`src/pie_pkg.sv`:
```
// Constants, register map and carrier types of the peripheral interrupt bank.
// Assumes a 32-bit AXI4-Lite register bus and one system clock.
// How it works
// - Enable bits read/write, reset zero, gate requests; enable 0 keeps only bits 0, 4 and 5, others read zero.
// - Flags set on events regardless of enables.
// - Pin-change flag is read-only OR of ports.
// - Timer0 overflow flag sets, holds until cleared.
// - External pin flag sets, holds until cleared.
// - Unused request bits read zero, ignore writes.
// - Receive flag follows receive buffer not empty.
// - Transmit flag follows transmit buffer empty.
// - Timer1 gate flag sets when gate closes.
// - Converter flag sets on conversion complete.
// - Sync port flag sets, holds until cleared.
// - Bus collision flag sets, holds until cleared.
// - Timer2 match flag sets, holds until cleared.
// - Timer1 overflow flag sets, holds until cleared.
// - Third enable register layout, clock and cells.
// - Fourth enable register layout, wavegens and capture.
// - Software may clear or set hardware flags except pin-change, receive and transmit.
// - All request flags read zero after reset.
// - Peripheral global enable gates the core request.
package pie_pkg;
   localparam int         ADDR_W        = 8;
   localparam int         DATA_W        = 32;
   localparam int         STRB_W        = 4;
   localparam int         REG_W         = 8;
   localparam logic [7:0] OFF_ENABLE_0  = 8'h00;
   localparam logic [7:0] OFF_ENABLE_1  = 8'h04;
   localparam logic [7:0] OFF_ENABLE_3  = 8'h08;
   localparam logic [7:0] OFF_ENABLE_4  = 8'h0C;
   localparam logic [7:0] OFF_REQUEST_0 = 8'h10;
   localparam logic [7:0] OFF_REQUEST_1 = 8'h14;
   localparam logic [7:0] OFF_REQUEST_3 = 8'h18;
   localparam logic [7:0] OFF_REQUEST_4 = 8'h1C;
   localparam logic [7:0] OFF_CONTROL   = 8'h20;
   localparam logic [7:0] OFF_STATUS    = 8'h24;
   localparam logic [7:0] RESET_BYTE    = 8'h00;
   localparam logic [7:0] ALL_BITS      = 8'hFF;
   localparam logic [7:0] ENABLE_0_MASK = 8'h31;
   localparam logic [7:0] REQ0_WR_MASK  = 8'h21;
   localparam logic [7:0] REQ0_IMPL     = 8'h31;
   localparam logic [7:0] REQ1_WR_MASK  = 8'hCF;
   localparam int         REQ0_EXT_BIT  = 0;
   localparam int         REQ0_PCHG_BIT = 4;
   localparam int         REQ0_TMR0_BIT = 5;
   localparam int         REQ1_TMR1_BIT = 0;
   localparam int         REQ1_TMR2_BIT = 1;
   localparam int         REQ1_BCOL_BIT = 2;
   localparam int         REQ1_SYNC_BIT = 3;
   localparam int         REQ1_TX_BIT   = 4;
   localparam int         REQ1_RX_BIT   = 5;
   localparam int         REQ1_CONV_BIT = 6;
   localparam int         REQ1_GATE_BIT = 7;
   localparam int         CTRL_PEN_BIT  = 0;
   localparam int         STAT_IRQ_BIT  = 0;
   localparam int         STAT_ANY_BIT  = 1;
   localparam logic [1:0] RESP_OKAY     = 2'h0;
   localparam logic [1:0] RESP_SLVERR   = 2'h2;

   typedef struct packed {
      logic [ADDR_W-1:0] addr;
      logic [DATA_W-1:0] data;
      logic [STRB_W-1:0] strb;
   } pie_wr_t;

   typedef struct packed {
      logic timer1_gate_lvl;
      logic conv_done;
      logic sync_port_evt;
      logic bus_collision;
      logic timer2_match;
      logic timer1_ovf;
   } pie_req1_evt_t;
endpackage : pie_pkg

```
`src/pie_flag_bank.sv`:
```
// One bank of request flags: writable bits latch events, others mirror levels.
// Assumes set inputs are synchronous to the clock.
module pie_flag_bank #(
   parameter int               WIDTH   = 8,
   parameter logic [WIDTH-1:0] WR_MASK = '1
) (
   // Clock and reset.
   input  wire logic             clk_in,
   input  wire logic             rst_b_in,
   // Event sets and software write.
   input  wire logic [WIDTH-1:0] set_in,
   input  wire logic             wr_en_in,
   input  wire logic [WIDTH-1:0] wr_data_in,
   // Flag state.
   output logic      [WIDTH-1:0] flags_out
);
   logic [WIDTH-1:0] flags_nxt;

   // Latched bits keep set over a clear in the same cycle.
   for (genvar i = 0; i < WIDTH; i++) begin : g_bit
      if (WR_MASK[i]) begin : g_rw
         assign flags_nxt[i] = set_in[i] |
            (wr_en_in ? wr_data_in[i] : flags_out[i]);
      end else begin : g_ro
         assign flags_nxt[i] = set_in[i];
      end
   end

   always_ff @(posedge clk_in) begin
      if (!rst_b_in) begin
         flags_out <= '0;
      end else begin
         flags_out <= flags_nxt;
      end
   end

   property p_set_wins;
      @(posedge clk_in) disable iff (!rst_b_in)
      ((set_in & WR_MASK) != '0) |=>
         ((flags_out & $past(set_in) & WR_MASK) ==
          ($past(set_in) & WR_MASK));
   endproperty
   a_set_wins: assert property (p_set_wins)
      else $error("Hardware set lost.");

   property p_sw_write;
      @(posedge clk_in) disable iff (!rst_b_in)
      (wr_en_in && set_in == '0) |=>
         ((flags_out & WR_MASK) == ($past(wr_data_in) & WR_MASK));
   endproperty
   a_sw_write: assert property (p_sw_write)
      else $error("Software write not stored.");

   property p_reset_zero;
      @(posedge clk_in) disable iff (!rst_b_in)
      $rose(rst_b_in) |-> flags_out == '0;
   endproperty
   a_reset_zero: assert property (p_reset_zero)
      else $error("Flags not zero after reset.");
endmodule : pie_flag_bank

```
`src/pie_axil_port.sv`:
```
// AXI4-Lite slave handshake; one write and one read in flight at a time.
// Assumes the parent decodes addresses combinationally and returns errors.
module pie_axil_port (
   // Clock and reset.
   input  wire logic                         clk_in,
   input  wire logic                         rst_b_in,
   // Write address and data.
   input  wire logic [pie_pkg::ADDR_W-1:0]   awaddr_in,
   input  wire logic                         awvalid_in,
   output logic                              awready_out,
   input  wire logic [pie_pkg::DATA_W-1:0]   wdata_in,
   input  wire logic [pie_pkg::STRB_W-1:0]   wstrb_in,
   input  wire logic                         wvalid_in,
   output logic                              wready_out,
   // Write response.
   output logic [1:0]                        bresp_out,
   output logic                              bvalid_out,
   input  wire logic                         bready_in,
   // Read address and data.
   input  wire logic                         arvalid_in,
   output logic                              arready_out,
   output logic [pie_pkg::DATA_W-1:0]        rdata_out,
   output logic [1:0]                        rresp_out,
   output logic                              rvalid_out,
   input  wire logic                         rready_in,
   // Register side.
   output pie_pkg::pie_wr_t                  wr_cmd_out,
   output logic                              wr_fire_out,
   input  wire logic                         wr_err_in,
   output logic                              ar_fire_out,
   input  wire logic [pie_pkg::DATA_W-1:0]   rd_data_in,
   input  wire logic                         rd_err_in
);
   logic aw_held_r;
   logic w_held_r;
   wire  aw_fire = awvalid_in & awready_out;
   wire  w_fire  = wvalid_in & wready_out;
   wire  b_done  = bvalid_out & bready_in;
   wire  r_done  = rvalid_out & rready_in;

   assign wr_fire_out = aw_held_r & w_held_r & ~bvalid_out;
   assign ar_fire_out = arvalid_in & arready_out;

   always_ff @(posedge clk_in) begin
      if (!rst_b_in) begin
         aw_held_r   <= 1'b0;
         w_held_r    <= 1'b0;
         awready_out <= 1'b1;
         wready_out  <= 1'b1;
         bvalid_out  <= 1'b0;
         bresp_out   <= pie_pkg::RESP_OKAY;
         wr_cmd_out  <= '0;
      end else begin
         if (aw_fire) begin
            aw_held_r       <= 1'b1;
            awready_out     <= 1'b0;
            wr_cmd_out.addr <= awaddr_in;
         end
         if (w_fire) begin
            w_held_r        <= 1'b1;
            wready_out      <= 1'b0;
            wr_cmd_out.data <= wdata_in;
            wr_cmd_out.strb <= wstrb_in;
         end
         if (wr_fire_out) begin
            aw_held_r  <= 1'b0;
            w_held_r   <= 1'b0;
            bvalid_out <= 1'b1;
            bresp_out  <= wr_err_in ? pie_pkg::RESP_SLVERR
                                    : pie_pkg::RESP_OKAY;
         end
         if (b_done) begin
            bvalid_out  <= 1'b0;
            awready_out <= 1'b1;
            wready_out  <= 1'b1;
         end
      end
   end

   always_ff @(posedge clk_in) begin
      if (!rst_b_in) begin
         arready_out <= 1'b1;
         rvalid_out  <= 1'b0;
         rdata_out   <= '0;
         rresp_out   <= pie_pkg::RESP_OKAY;
      end else if (ar_fire_out) begin
         arready_out <= 1'b0;
         rvalid_out  <= 1'b1;
         rdata_out   <= rd_data_in;
         rresp_out   <= rd_err_in ? pie_pkg::RESP_SLVERR
                                  : pie_pkg::RESP_OKAY;
      end else if (r_done) begin
         arready_out <= 1'b1;
         rvalid_out  <= 1'b0;
      end
   end

   property p_bvalid_hold;
      @(posedge clk_in) disable iff (!rst_b_in)
      (bvalid_out && !bready_in) |=> bvalid_out && $stable(bresp_out);
   endproperty
   a_bvalid_hold: assert property (p_bvalid_hold)
      else $error("Write response dropped before taken.");

   property p_write_resp;
      @(posedge clk_in) disable iff (!rst_b_in)
      (awvalid_in && awready_out && wvalid_in && wready_out)
         |-> ##2 bvalid_out;
   endproperty
   a_write_resp: assert property (p_write_resp)
      else $error("Write response not two cycles after both taken.");
endmodule : pie_axil_port

```
`src/pie_irq_bank.sv`:
```
// Peripheral interrupt enable and request bank with an AXI4-Lite slave.
// Assumes event inputs are synchronous single-cycle pulses or levels.
module pie_irq_bank #(
   parameter int PIN_CHG_W = 3
) (
   // Clock and reset.
   input  wire logic                          CLK_IN,
   input  wire logic                          RST_B_IN,
   // AXI4-Lite write address and data.
   input  wire logic [pie_pkg::ADDR_W-1:0]    AWADDR_IN,
   input  wire logic                          AWVALID_IN,
   output logic                               AWREADY_OUT,
   input  wire logic [pie_pkg::DATA_W-1:0]    WDATA_IN,
   input  wire logic [pie_pkg::STRB_W-1:0]    WSTRB_IN,
   input  wire logic                          WVALID_IN,
   output logic                               WREADY_OUT,
   // AXI4-Lite write response.
   output logic [1:0]                         BRESP_OUT,
   output logic                               BVALID_OUT,
   input  wire logic                          BREADY_IN,
   // AXI4-Lite read.
   input  wire logic [pie_pkg::ADDR_W-1:0]    ARADDR_IN,
   input  wire logic                          ARVALID_IN,
   output logic                               ARREADY_OUT,
   output logic [pie_pkg::DATA_W-1:0]         RDATA_OUT,
   output logic [1:0]                         RRESP_OUT,
   output logic                               RVALID_OUT,
   input  wire logic                          RREADY_IN,
   // Request register 0 sources.
   input  wire logic                          TIMER0_OVF_IN,
   input  wire logic                          EXT_PIN_EVT_IN,
   input  wire logic [PIN_CHG_W-1:0]          PORT_PIN_CHANGE_FLAGS_IN,
   // Request register 1 sources.
   input  wire pie_pkg::pie_req1_evt_t        REQ1_EVT_IN,
   input  wire logic                          SERIAL_RX_READY_IN,
   input  wire logic                          SERIAL_TX_EMPTY_IN,
   // Request registers 3 and 4 sources, one pulse per bit.
   input  wire logic [pie_pkg::REG_W-1:0]     REQ3_EVT_IN,
   input  wire logic [pie_pkg::REG_W-1:0]     REQ4_EVT_IN,
   // Request to the processor core.
   output logic                               PERIPH_IRQ_OUT
);
   localparam int W = pie_pkg::REG_W;

   pie_pkg::pie_wr_t        wr_cmd;
   logic                    wr_fire;
   logic                    ar_fire;
   logic [W-1:0]            en0_r;
   logic [W-1:0]            en1_r;
   logic [W-1:0]            en3_r;
   logic [W-1:0]            en4_r;
   logic                    periph_en_r;
   logic                    gate_prev_r;
   logic [W-1:0]            req0;
   logic [W-1:0]            req1;
   logic [W-1:0]            req3;
   logic [W-1:0]            req4;
   logic [pie_pkg::DATA_W-1:0] rd_data;

   // Write decode.
   wire [W-1:0] wr_byte  = wr_cmd.data[W-1:0];
   wire         wr_lane0 = wr_fire & wr_cmd.strb[0];
   wire [5:0]   wr_word  = wr_cmd.addr[pie_pkg::ADDR_W-1:2];
   wire w_en0  = wr_word == pie_pkg::OFF_ENABLE_0[7:2];
   wire w_en1  = wr_word == pie_pkg::OFF_ENABLE_1[7:2];
   wire w_en3  = wr_word == pie_pkg::OFF_ENABLE_3[7:2];
   wire w_en4  = wr_word == pie_pkg::OFF_ENABLE_4[7:2];
   wire w_req0 = wr_word == pie_pkg::OFF_REQUEST_0[7:2];
   wire w_req1 = wr_word == pie_pkg::OFF_REQUEST_1[7:2];
   wire w_req3 = wr_word == pie_pkg::OFF_REQUEST_3[7:2];
   wire w_req4 = wr_word == pie_pkg::OFF_REQUEST_4[7:2];
   wire w_ctrl = wr_word == pie_pkg::OFF_CONTROL[7:2];
   wire w_stat = wr_word == pie_pkg::OFF_STATUS[7:2];
   wire wr_hit = w_en0 | w_en1 | w_en3 | w_en4 | w_req0 | w_req1 |
                 w_req3 | w_req4 | w_ctrl | w_stat;

   // Read decode.
   wire [5:0] rd_word = ARADDR_IN[pie_pkg::ADDR_W-1:2];
   wire r_en0  = rd_word == pie_pkg::OFF_ENABLE_0[7:2];
   wire r_en1  = rd_word == pie_pkg::OFF_ENABLE_1[7:2];
   wire r_en3  = rd_word == pie_pkg::OFF_ENABLE_3[7:2];
   wire r_en4  = rd_word == pie_pkg::OFF_ENABLE_4[7:2];
   wire r_req0 = rd_word == pie_pkg::OFF_REQUEST_0[7:2];
   wire r_req1 = rd_word == pie_pkg::OFF_REQUEST_1[7:2];
   wire r_req3 = rd_word == pie_pkg::OFF_REQUEST_3[7:2];
   wire r_req4 = rd_word == pie_pkg::OFF_REQUEST_4[7:2];
   wire r_ctrl = rd_word == pie_pkg::OFF_CONTROL[7:2];
   wire r_stat = rd_word == pie_pkg::OFF_STATUS[7:2];
   wire rd_hit = r_en0 | r_en1 | r_en3 | r_en4 | r_req0 | r_req1 |
                 r_req3 | r_req4 | r_ctrl | r_stat;

   // Event shaping into set vectors.
   wire gate_lvl   = REQ1_EVT_IN.timer1_gate_lvl;
   wire gate_close = gate_prev_r & ~gate_lvl;
   wire pchg_or    = |PORT_PIN_CHANGE_FLAGS_IN;

   wire [W-1:0] req0_set =
      (W'(TIMER0_OVF_IN)  << pie_pkg::REQ0_TMR0_BIT) |
      (W'(pchg_or)        << pie_pkg::REQ0_PCHG_BIT) |
      (W'(EXT_PIN_EVT_IN) << pie_pkg::REQ0_EXT_BIT);

   wire [W-1:0] req1_set =
      (W'(gate_close)                << pie_pkg::REQ1_GATE_BIT) |
      (W'(REQ1_EVT_IN.conv_done)     << pie_pkg::REQ1_CONV_BIT) |
      (W'(SERIAL_RX_READY_IN)        << pie_pkg::REQ1_RX_BIT) |
      (W'(SERIAL_TX_EMPTY_IN)        << pie_pkg::REQ1_TX_BIT) |
      (W'(REQ1_EVT_IN.sync_port_evt) << pie_pkg::REQ1_SYNC_BIT) |
      (W'(REQ1_EVT_IN.bus_collision) << pie_pkg::REQ1_BCOL_BIT) |
      (W'(REQ1_EVT_IN.timer2_match)  << pie_pkg::REQ1_TMR2_BIT) |
      (W'(REQ1_EVT_IN.timer1_ovf)    << pie_pkg::REQ1_TMR1_BIT);

   // Combined request before the peripheral global enable.
   wire irq_any = |(req0 & en0_r) | |(req1 & en1_r) |
                  |(req3 & en3_r) | |(req4 & en4_r);

   // Read data selection.
   wire [W-1:0] rd_byte =
      r_en0  ? en0_r :
      r_en1  ? en1_r :
      r_en3  ? en3_r :
      r_en4  ? en4_r :
      r_req0 ? req0 :
      r_req1 ? req1 :
      r_req3 ? req3 :
      r_req4 ? req4 :
      r_ctrl ? (W'(periph_en_r) << pie_pkg::CTRL_PEN_BIT) :
      r_stat ? ((W'(PERIPH_IRQ_OUT) << pie_pkg::STAT_IRQ_BIT) |
                (W'(irq_any) << pie_pkg::STAT_ANY_BIT)) :
      pie_pkg::RESET_BYTE;
   assign rd_data = {{(pie_pkg::DATA_W-W){1'b0}}, rd_byte};

   pie_axil_port u_port (
      .clk_in      (CLK_IN),
      .rst_b_in    (RST_B_IN),
      .awaddr_in   (AWADDR_IN),
      .awvalid_in  (AWVALID_IN),
      .awready_out (AWREADY_OUT),
      .wdata_in    (WDATA_IN),
      .wstrb_in    (WSTRB_IN),
      .wvalid_in   (WVALID_IN),
      .wready_out  (WREADY_OUT),
      .bresp_out   (BRESP_OUT),
      .bvalid_out  (BVALID_OUT),
      .bready_in   (BREADY_IN),
      .arvalid_in  (ARVALID_IN),
      .arready_out (ARREADY_OUT),
      .rdata_out   (RDATA_OUT),
      .rresp_out   (RRESP_OUT),
      .rvalid_out  (RVALID_OUT),
      .rready_in   (RREADY_IN),
      .wr_cmd_out  (wr_cmd),
      .wr_fire_out (wr_fire),
      .wr_err_in   (~wr_hit),
      .ar_fire_out (ar_fire),
      .rd_data_in  (rd_data),
      .rd_err_in   (~rd_hit)
   );

   pie_flag_bank #(.WIDTH(W), .WR_MASK(pie_pkg::REQ0_WR_MASK)) u_req0 (
      .clk_in     (CLK_IN),
      .rst_b_in   (RST_B_IN),
      .set_in     (req0_set),
      .wr_en_in   (wr_lane0 & w_req0),
      .wr_data_in (wr_byte),
      .flags_out  (req0)
   );

   pie_flag_bank #(.WIDTH(W), .WR_MASK(pie_pkg::REQ1_WR_MASK)) u_req1 (
      .clk_in     (CLK_IN),
      .rst_b_in   (RST_B_IN),
      .set_in     (req1_set),
      .wr_en_in   (wr_lane0 & w_req1),
      .wr_data_in (wr_byte),
      .flags_out  (req1)
   );

   pie_flag_bank #(.WIDTH(W), .WR_MASK(pie_pkg::ALL_BITS)) u_req3 (
      .clk_in     (CLK_IN),
      .rst_b_in   (RST_B_IN),
      .set_in     (REQ3_EVT_IN),
      .wr_en_in   (wr_lane0 & w_req3),
      .wr_data_in (wr_byte),
      .flags_out  (req3)
   );

   pie_flag_bank #(.WIDTH(W), .WR_MASK(pie_pkg::ALL_BITS)) u_req4 (
      .clk_in     (CLK_IN),
      .rst_b_in   (RST_B_IN),
      .set_in     (REQ4_EVT_IN),
      .wr_en_in   (wr_lane0 & w_req4),
      .wr_data_in (wr_byte),
      .flags_out  (req4)
   );

   // Enable and control registers.
   always_ff @(posedge CLK_IN) begin
      if (!RST_B_IN) begin
         en0_r       <= pie_pkg::RESET_BYTE;
         en1_r       <= pie_pkg::RESET_BYTE;
         en3_r       <= pie_pkg::RESET_BYTE;
         en4_r       <= pie_pkg::RESET_BYTE;
         periph_en_r <= 1'b0;
      end else if (wr_lane0) begin
         if (w_en0) begin
            en0_r <= wr_byte & pie_pkg::ENABLE_0_MASK;
         end
         if (w_en1) begin
            en1_r <= wr_byte;
         end
         if (w_en3) begin
            en3_r <= wr_byte;
         end
         if (w_en4) begin
            en4_r <= wr_byte;
         end
         if (w_ctrl) begin
            periph_en_r <= wr_byte[pie_pkg::CTRL_PEN_BIT];
         end
      end
   end

   // Gate history and the registered core request.
   always_ff @(posedge CLK_IN) begin
      if (!RST_B_IN) begin
         gate_prev_r    <= 1'b0;
         PERIPH_IRQ_OUT <= 1'b0;
      end else begin
         gate_prev_r    <= gate_lvl;
         PERIPH_IRQ_OUT <= periph_en_r & irq_any;
      end
   end

   property p_en3_write;
      @(posedge CLK_IN) disable iff (!RST_B_IN)
      (wr_lane0 && w_en3) |=> en3_r == $past(wr_byte);
   endproperty
   a_en3_write: assert property (p_en3_write)
      else $error("Enable write not stored.");

   property p_ext_flag;
      @(posedge CLK_IN) disable iff (!RST_B_IN)
      EXT_PIN_EVT_IN |=> req0[pie_pkg::REQ0_EXT_BIT];
   endproperty
   a_ext_flag: assert property (p_ext_flag)
      else $error("External pin flag not set.");

   property p_tmr0_flag;
      @(posedge CLK_IN) disable iff (!RST_B_IN)
      TIMER0_OVF_IN |=> req0[pie_pkg::REQ0_TMR0_BIT];
   endproperty
   a_tmr0_flag: assert property (p_tmr0_flag)
      else $error("Timer0 overflow flag not set.");

   property p_pchg;
      @(posedge CLK_IN) disable iff (!RST_B_IN)
      $past(RST_B_IN) |-> req0[pie_pkg::REQ0_PCHG_BIT] == $past(pchg_or);
   endproperty
   a_pchg: assert property (p_pchg)
      else $error("Pin-change flag differs from port OR.");

   property p_req0_unused;
      @(posedge CLK_IN) disable iff (!RST_B_IN)
      (req0 & ~pie_pkg::REQ0_IMPL) == pie_pkg::RESET_BYTE;
   endproperty
   a_req0_unused: assert property (p_req0_unused)
      else $error("Unused request bit reads one.");

   property p_rx;
      @(posedge CLK_IN) disable iff (!RST_B_IN)
      $past(RST_B_IN) |->
         req1[pie_pkg::REQ1_RX_BIT] == $past(SERIAL_RX_READY_IN);
   endproperty
   a_rx: assert property (p_rx)
      else $error("Receive flag not following buffer.");

   property p_tx;
      @(posedge CLK_IN) disable iff (!RST_B_IN)
      $past(RST_B_IN) |->
         req1[pie_pkg::REQ1_TX_BIT] == $past(SERIAL_TX_EMPTY_IN);
   endproperty
   a_tx: assert property (p_tx)
      else $error("Transmit flag not following buffer.");

   property p_gate;
      @(posedge CLK_IN) disable iff (!RST_B_IN)
      ($past(RST_B_IN) && $fell(gate_lvl)) |=> req1[pie_pkg::REQ1_GATE_BIT];
   endproperty
   a_gate: assert property (p_gate)
      else $error("Gate close did not set flag.");

   property p_pen_off;
      @(posedge CLK_IN) disable iff (!RST_B_IN)
      !periph_en_r |=> !PERIPH_IRQ_OUT;
   endproperty
   a_pen_off: assert property (p_pen_off)
      else $error("Request raised with peripheral enable off.");

   property p_irq;
      @(posedge CLK_IN) disable iff (!RST_B_IN)
      $past(RST_B_IN) |-> PERIPH_IRQ_OUT == $past(periph_en_r && irq_any);
   endproperty
   a_irq: assert property (p_irq)
      else $error("Core request does not match flags and enables.");

   property p_conv;
      @(posedge CLK_IN) disable iff (!RST_B_IN)
      REQ1_EVT_IN.conv_done |=> req1[pie_pkg::REQ1_CONV_BIT];
   endproperty
   a_conv: assert property (p_conv)
      else $error("Converter flag lost.");

   property p_sync;
      @(posedge CLK_IN) disable iff (!RST_B_IN)
      REQ1_EVT_IN.sync_port_evt |=> req1[pie_pkg::REQ1_SYNC_BIT];
   endproperty
   a_sync: assert property (p_sync)
      else $error("Sync port flag lost.");

   property p_bcol;
      @(posedge CLK_IN) disable iff (!RST_B_IN)
      REQ1_EVT_IN.bus_collision |=> req1[pie_pkg::REQ1_BCOL_BIT];
   endproperty
   a_bcol: assert property (p_bcol)
      else $error("Collision flag lost.");

   property p_tmr2;
      @(posedge CLK_IN) disable iff (!RST_B_IN)
      REQ1_EVT_IN.timer2_match |=> req1[pie_pkg::REQ1_TMR2_BIT];
   endproperty
   a_tmr2: assert property (p_tmr2)
      else $error("Timer2 flag lost.");

   property p_tmr1;
      @(posedge CLK_IN) disable iff (!RST_B_IN)
      REQ1_EVT_IN.timer1_ovf |=> req1[pie_pkg::REQ1_TMR1_BIT];
   endproperty
   a_tmr1: assert property (p_tmr1)
      else $error("Timer1 flag lost.");

   c_irq: cover property (@(posedge CLK_IN) disable iff (!RST_B_IN)
      $rose(PERIPH_IRQ_OUT));
   c_clear: cover property (@(posedge CLK_IN) disable iff (!RST_B_IN)
      wr_lane0 && w_req1 && wr_byte == pie_pkg::RESET_BYTE);
   c_gate: cover property (@(posedge CLK_IN) disable iff (!RST_B_IN)
      gate_close);
   c_read: cover property (@(posedge CLK_IN) disable iff (!RST_B_IN)
      ar_fire && r_req0);
endmodule : pie_irq_bank

```
`config.mk`:
```
export PLATFORM = sky130hd
export DESIGN_NAME = pie_irq_bank
export DESIGN_NICKNAME = d
export VERILOG_FILES = /design/src/pie_pkg.sv /design/src/pie_flag_bank.sv /design/src/pie_axil_port.sv /design/src/pie_irq_bank.sv
export SDC_FILE = /design/constraint.sdc
export NUM_CORES = 1
export LEC_CHECK = 0
export BUFFER_PORTS_ARGS = -buffer_cell sky130_fd_sc_hd__buf_2
export CORE_MARGIN = 10
export CORE_UTILIZATION = 32
export CTS_CLUSTER_SIZE = 20
export DETAILED_ROUTE_END_ITERATION = 16
export PLACE_DENSITY = 0.6
export SYNTH_ARGS = -nofsm -noshare
export SYNTH_HDL_FRONTEND = slang
export SYNTH_SLANG_ARGS = --single-unit
```
`constraint.sdc`:
```
create_clock -name CLK_IN -period 2.15 [get_ports CLK_IN]
set_clock_uncertainty 0.1 [all_clocks]
set_input_delay 0.215 -clock CLK_IN [delete_from_list [all_inputs] [get_ports CLK_IN]]
set_output_delay 0.215 -clock CLK_IN [all_outputs]
set_load 0.1 [all_outputs]
```
* After elaboration in Yosys (flattened, before gate mapping) *
Cells that the tools add are included.

storage, ports and cells
  input bits = 88
  bits in registers = 98
  bits in latches = 0
  output and inout bits = 42
  word-level logic and storage cells = 173
  bits in read-only memories = 0
  memories = 0
  RAM bits = 0

cells by class
  muxes and demuxes = 40
  $add $sub $neg = 0
  order comparisons = 0
  bitwise gates (word level) = 76
  equal/unequal tests = 18
  div/mod/pow operators = 0
  reductions and logical operators = 15
  multipliers = 0
  shift operators = 0

operators with widths
  kind                count
  $mux 8              8
  $eq 6x3->1 const B  8
  $or 1x1->1          45
  $reduce_or 8->1     4
  $mux 1              28
  $and 8x8->8         3
  $eq 6x2->1 const B  4
  $eq 6x4->1 const B  4
  $and 1x1->1         14
  $eq 6x1->1 const B  2
  $logic_not 6->1     2
  $reduce_and 2->1    5
  $and 8x6->8         1
  $mux 2              4
  $or 8x1->8          1
  $or 8x2->8          1
  $or 8x3->8          1
  $or 8x4->8          1
  $or 8x5->8          1
  $or 8x6->8          1
  $or 8x7->8          1
  $or 6x1->6          1
  $or 6x5->6          1
  $reduce_or 2->1     2
  other kinds (4)     6

* Longest topological paths before layout *
  depth in word-level cells = 16
  depth in mapped cells = 7
  mapped depth without buffers = 5

* Cells and area by module *
From an unflattened synthesis, not the netlist that was laid out.

second synthesis, totals
  cells, all modules = 695
  area total of the unflattened synthesis = 6781.5 µm²

modules (own cells, without submodules)
  module                       cells each  area each (µm²)  times used  sequential area each (µm²)
  pie_axil_port                369         3394.5           1           1701.6
  pie_irq_bank                 233         2122.0           1           600.6
  pie_flag_bank at u_req3 ...  26          355.3            2           160.2
  pie_flag_bank at u_req1      23          319.1            1           160.2
  pie_flag_bank at u_req0      18          235.2            1           160.2

* Worst setup path after synthesis *
No wires, ideal clock.

  path kind = register -> register
  start = register u_port.bvalid_out
  end = register u_req1.flags_out[7]
  required time = 1928 ps
  cell stages (with the launch flop) = 6
  data arrival time = 2101 ps
  buffers on the path = 0
  clock period less this slack = 2323 ps
  setup time = 122 ps
  path slack = -173 ps
  cells stage by stage = dfxtp_1 nand3b_1 nor4b_4 nand2_1 or3_1 o311a_1

on the way
  longest elaborated chain between the ends = 6

RTL lines
  element                 line                 text
  start, declared         pie_axil_port.sv:17  output logic bvalid_out,
  start signal, assigned  pie_axil_port.sv:50  bvalid_out <= 1'b0;
  start signal, assigned  pie_axil_port.sv:68  bvalid_out <= 1'b1;
  start signal, assigned  pie_axil_port.sv:73  bvalid_out <= 1'b0;
  $not 1->1               pie_axil_port.sv:41  assign wr_fire_out = aw_held_r & w_held_r & ~bvalid_out;
  $and 1x1->1             pie_axil_port.sv:41
  $and 1x1->1             pie_irq_bank.sv:62   wire wr_lane0 = wr_fire & wr_cmd.strb[0];
  $and 1x1->1             pie_irq_bank.sv:172  .wr_en_in (wr_lane0 & w_req1),
  $mux 1                  pie_flag_bank.sv:23  (wr_en_in ? wr_data_in[i] : flags_out[i]);
  $or 1x1->1              pie_flag_bank.sv:22  assign flags_nxt[i] = set_in[i] |
  end signal, assigned    pie_flag_bank.sv:33  flags_out <= flags_nxt;
  end, declared           pie_flag_bank.sv:15  output logic [WIDTH-1:0] flags_out

No other way between the ends.
A chain may end at the register's enable or synchronous reset.

* Final worst setup path *
  start = register u_port.wr_cmd_out[42] (netlist name)
  end = register u_req3.flags_out[0]

on the way
  longest elaborated chain between the ends = 4

RTL lines
  element               line                 text
  start, declared       pie_axil_port.sv:27  output pie_pkg::pie_wr_t wr_cmd_out,
  $eq 6x3->1            pie_irq_bank.sv:70   wire w_req3 = wr_word == pie_pkg::OFF_REQUEST_3[7:2];
  $and 1x1->1           pie_irq_bank.sv:181  .wr_en_in (wr_lane0 & w_req3),
  $mux 1                pie_flag_bank.sv:23
  $or 1x1->1            pie_flag_bank.sv:22
  end signal, assigned  pie_flag_bank.sv:33
  end, declared         pie_flag_bank.sv:15

No other way between the ends.

==> results.toml <==
[grt]
grt_pass1_vias = 3754
antenna_found_initial = 0
grt-ovfl-total = 0
track_usage_pct = 13.6
grt_pass1_wl_um = 19900
grt_start_max_net_pins = 65

[power_and_ir_drop]
switching_share_pct = 29.3
powerDensity_nw_per_um2 = 816
leakage_nw = 2.06
p_switching_mw = 1.22
internal-power_mw = 2.95
seq_power_share_pct = 43.1
combinationalPowerShare_pct = 15.1
clockPowerShare_pct = 41.8
peakVddDrop_mv = 0.377

[drt]
dr.pass1.iters = 5
wl_per_cell_um = 17.2
met2_length_um = 5790
viasPerCell = 5.18
drt-total-wl_um = 12700
postRouteAntennaNets = 0
dr_total_vias = 3817
top_layer = "met4"
drc = 0
drt-met1-wl_um = 5760
drt-initial-drc-count = 274
wl_met3_um = 907

[placement]
io_buffers = 72
place_area_um2 = 4710
placed_cells = 715
place_congestion = 0.923
dp_hpwl_um = 9780

[setup_path]
worst_ep_arrival_time_ps = 2220
reg2reg_slack_ps = 110
rr_worst_depth = 5
cp.required_ps = 2330
crit_type = "reg2reg"
crit_path_start_kind = "flip-flop"
endpoint = "u_req3.flags_out[0]"
cp_max_fo = 8
rr_endpoint = "u_req3.flags_out[0]"
critPathCaptureType = "flip-flop"
cp-startpoint = "u_port.wr_cmd_out[42]"
r2r-start = "u_port.wr_cmd_out[42]"

[floorplanning]
fp.dieH_um = 135
initial_core_util_pct = 33.2
pin_count = 130
dieWidth_um = 135
die_area_um2 = 18300
coreArea_um2 = 12800
rows = 41

[synth]
synthDistinctLibCells = 46
syn_area_um2 = 4240
ys_ff_latch = 89
netlist_instances = 486
seq_area_frac_synth_pct = 42.0
synth_largest_area_cell = "dfxtp_1"
synthArstFlopShare_pct = 0
yosys_warnings = 0
synth_area_leaders = "dfxtp_1, a21boi_0, o311a_1, nand2_1, buf_4"
synth_top_area_share_pct = 42.0
syn_avg_cell_area_um2 = 8.72
synth-edff-count = 0
synth_ff_type = "dfxtp_1"

[sta]
rsz0062_at_grt = "false"
timing.slew.headroom_pct = 62.8
period_share_pct = 94.7
timing.hold.ws_ps = 18.1
setup_tns_ps = 0
fmax_mhz = 491
finalHoldViolCount = 0
drv_slew = 0
setup_viol = 0
layout_min_cycle_time_ps = 2040
tightestPinTransition_ps = 558

[cts]
cts_made_buffers = 9
clock-root-buffer = "clkbuf_16"
clk_latency_ps = 340
cts_buffer_depth = 2
clk_pin_slew_ps = 70
cts.sinks = 89
htreeDepth = 3
cts_tree = "done"

[finish]
layout-drive-gt1-share_pct = 20.7
utilization_pct = 40.0
mostFrequentLayoutCells = "dfxtp_1, buf_2, nand2_1, a21boi_0, nand3_1"
num_antenna_cells = 0
area_growth_syn_to_layout_pct = 20.6
fin_cells = 737
final_common_cell = "dfxtp_1"
fin_nets = 648
design_area_um2 = 5110

[status]
status = "finished clean"

[flow_run]
maxCapViolations = 0

[min_path]
hp-class = "in2reg"
[critical path, cell delays in order, from the launching register on]
cell and delay (ps):
dfxtp_1 320, or3b_1 460, nor4b_4 390, and2_1 400, or3_1 160, o311a_1 150
[kinds of logic after synthesis]
group | share of synthesized area, %
other cells | 0.0885
buf+inv | 7.88
compound gates | 23.1
flops | 42.0
simple gates | 21.5
mux | 5.37
[cell type report]
cell class / count / area, um2
flip-flops and latches: 89 / 1780
fillers: 1321 / 7660
inverters: 6 / 22.5
well taps: 172 / 215
clock inverters: 6 / 95.1
repair buffers: 93 / 533
clock buffers: 10 / 239
multi-input cells: 361 / 2220
[what timing repair did]
item                       4_1_cts  5_1_grt
hold endpoints to repair         5        0
hold buffers                     6        0
setup endpoints to repair        0       15
resized for setup                0        3
setup buffers                    0        0
[worst min-delay path by stage]
stage / to / cells past startpoint / startpoint
floorplan: u_port.wready_out / 1 / WVALID_IN
CTS: u_port.wr_cmd_out[4] / 3 / WDATA_IN[0]
finish: u_port.wr_cmd_out[5] / 3 / WDATA_IN[1]
global route: u_port.wr_cmd_out[8] / 3 / WDATA_IN[4]
global placement: u_req0.flags_out[4] / 2 / PORT_PIN_CHANGE_FLAGS_IN[2]
detailed placement: u_req0.flags_out[4] / 2 / PORT_PIN_CHANGE_FLAGS_IN[2]
[cells in the mapped netlist (all sizes together), types with 2 or more instances]
cell type / count
nand2: 59
nand3: 34
o22ai: 5
and2: 8
mux2i: 16
nor2b: 15
a31oi: 3
buf: 33
a21oi: 20
a221oi: 3
o32a: 2
nand4: 3
o311a: 24
clkbuf: 22
dfxtp: 89
nand2b: 3
o21ai: 19
a22o: 3
inv: 6
a22oi: 11
and3: 3
mux2: 6
nor2: 20
or3: 24
nor3: 2
a21boi: 37
nor4: 2
[through the flow]
| step | total power, mW | setup slack [ps] |
|---|---|---|
| floorplan | 2.33 | 69.0 |
| global placement | 2.44 | 112 |
| detailed placement | 2.45 | 58.1 |
| CTS | 4.20 | 36.9 |
| global route | 4.31 | 31.9 |
| finish | 4.17 | 114 |
[routing by layer]
| layer | track usage (%) | vias up |
|---|---|---|
| met3 | 3.30 | 20 |
| met5 | 0 | - |
| met4 | 4.72 | 0 |
| met1 | 17.3 | 1776 |
| met2 | 21.6 | 150 |
| li1 | - | 1871 |
[power by group through the flow]
stage	sequential [mW]	combinational (mW)	clock (mW)
floorplan	1.88	0.450	0
global placement	1.83	0.608	0
detailed placement	1.83	0.617	0
CTS	1.80	0.628	1.77
global route	1.81	0.672	1.83
finish	1.80	0.628	1.74
[registers in the layout, summed over array words and instances, names as in the netlist, 3 cells and up]
register           count
u_port.wr_cmd_out     15
en1_r                  8
en3_r                  8
en4_r                  8
u_port.rdata_out       8
u_req1.flags_out       8
u_req3.flags_out       8
u_req4.flags_out       8
en0_r                  3
u_req0.flags_out       3
Power figures use the tool's default switching activity.
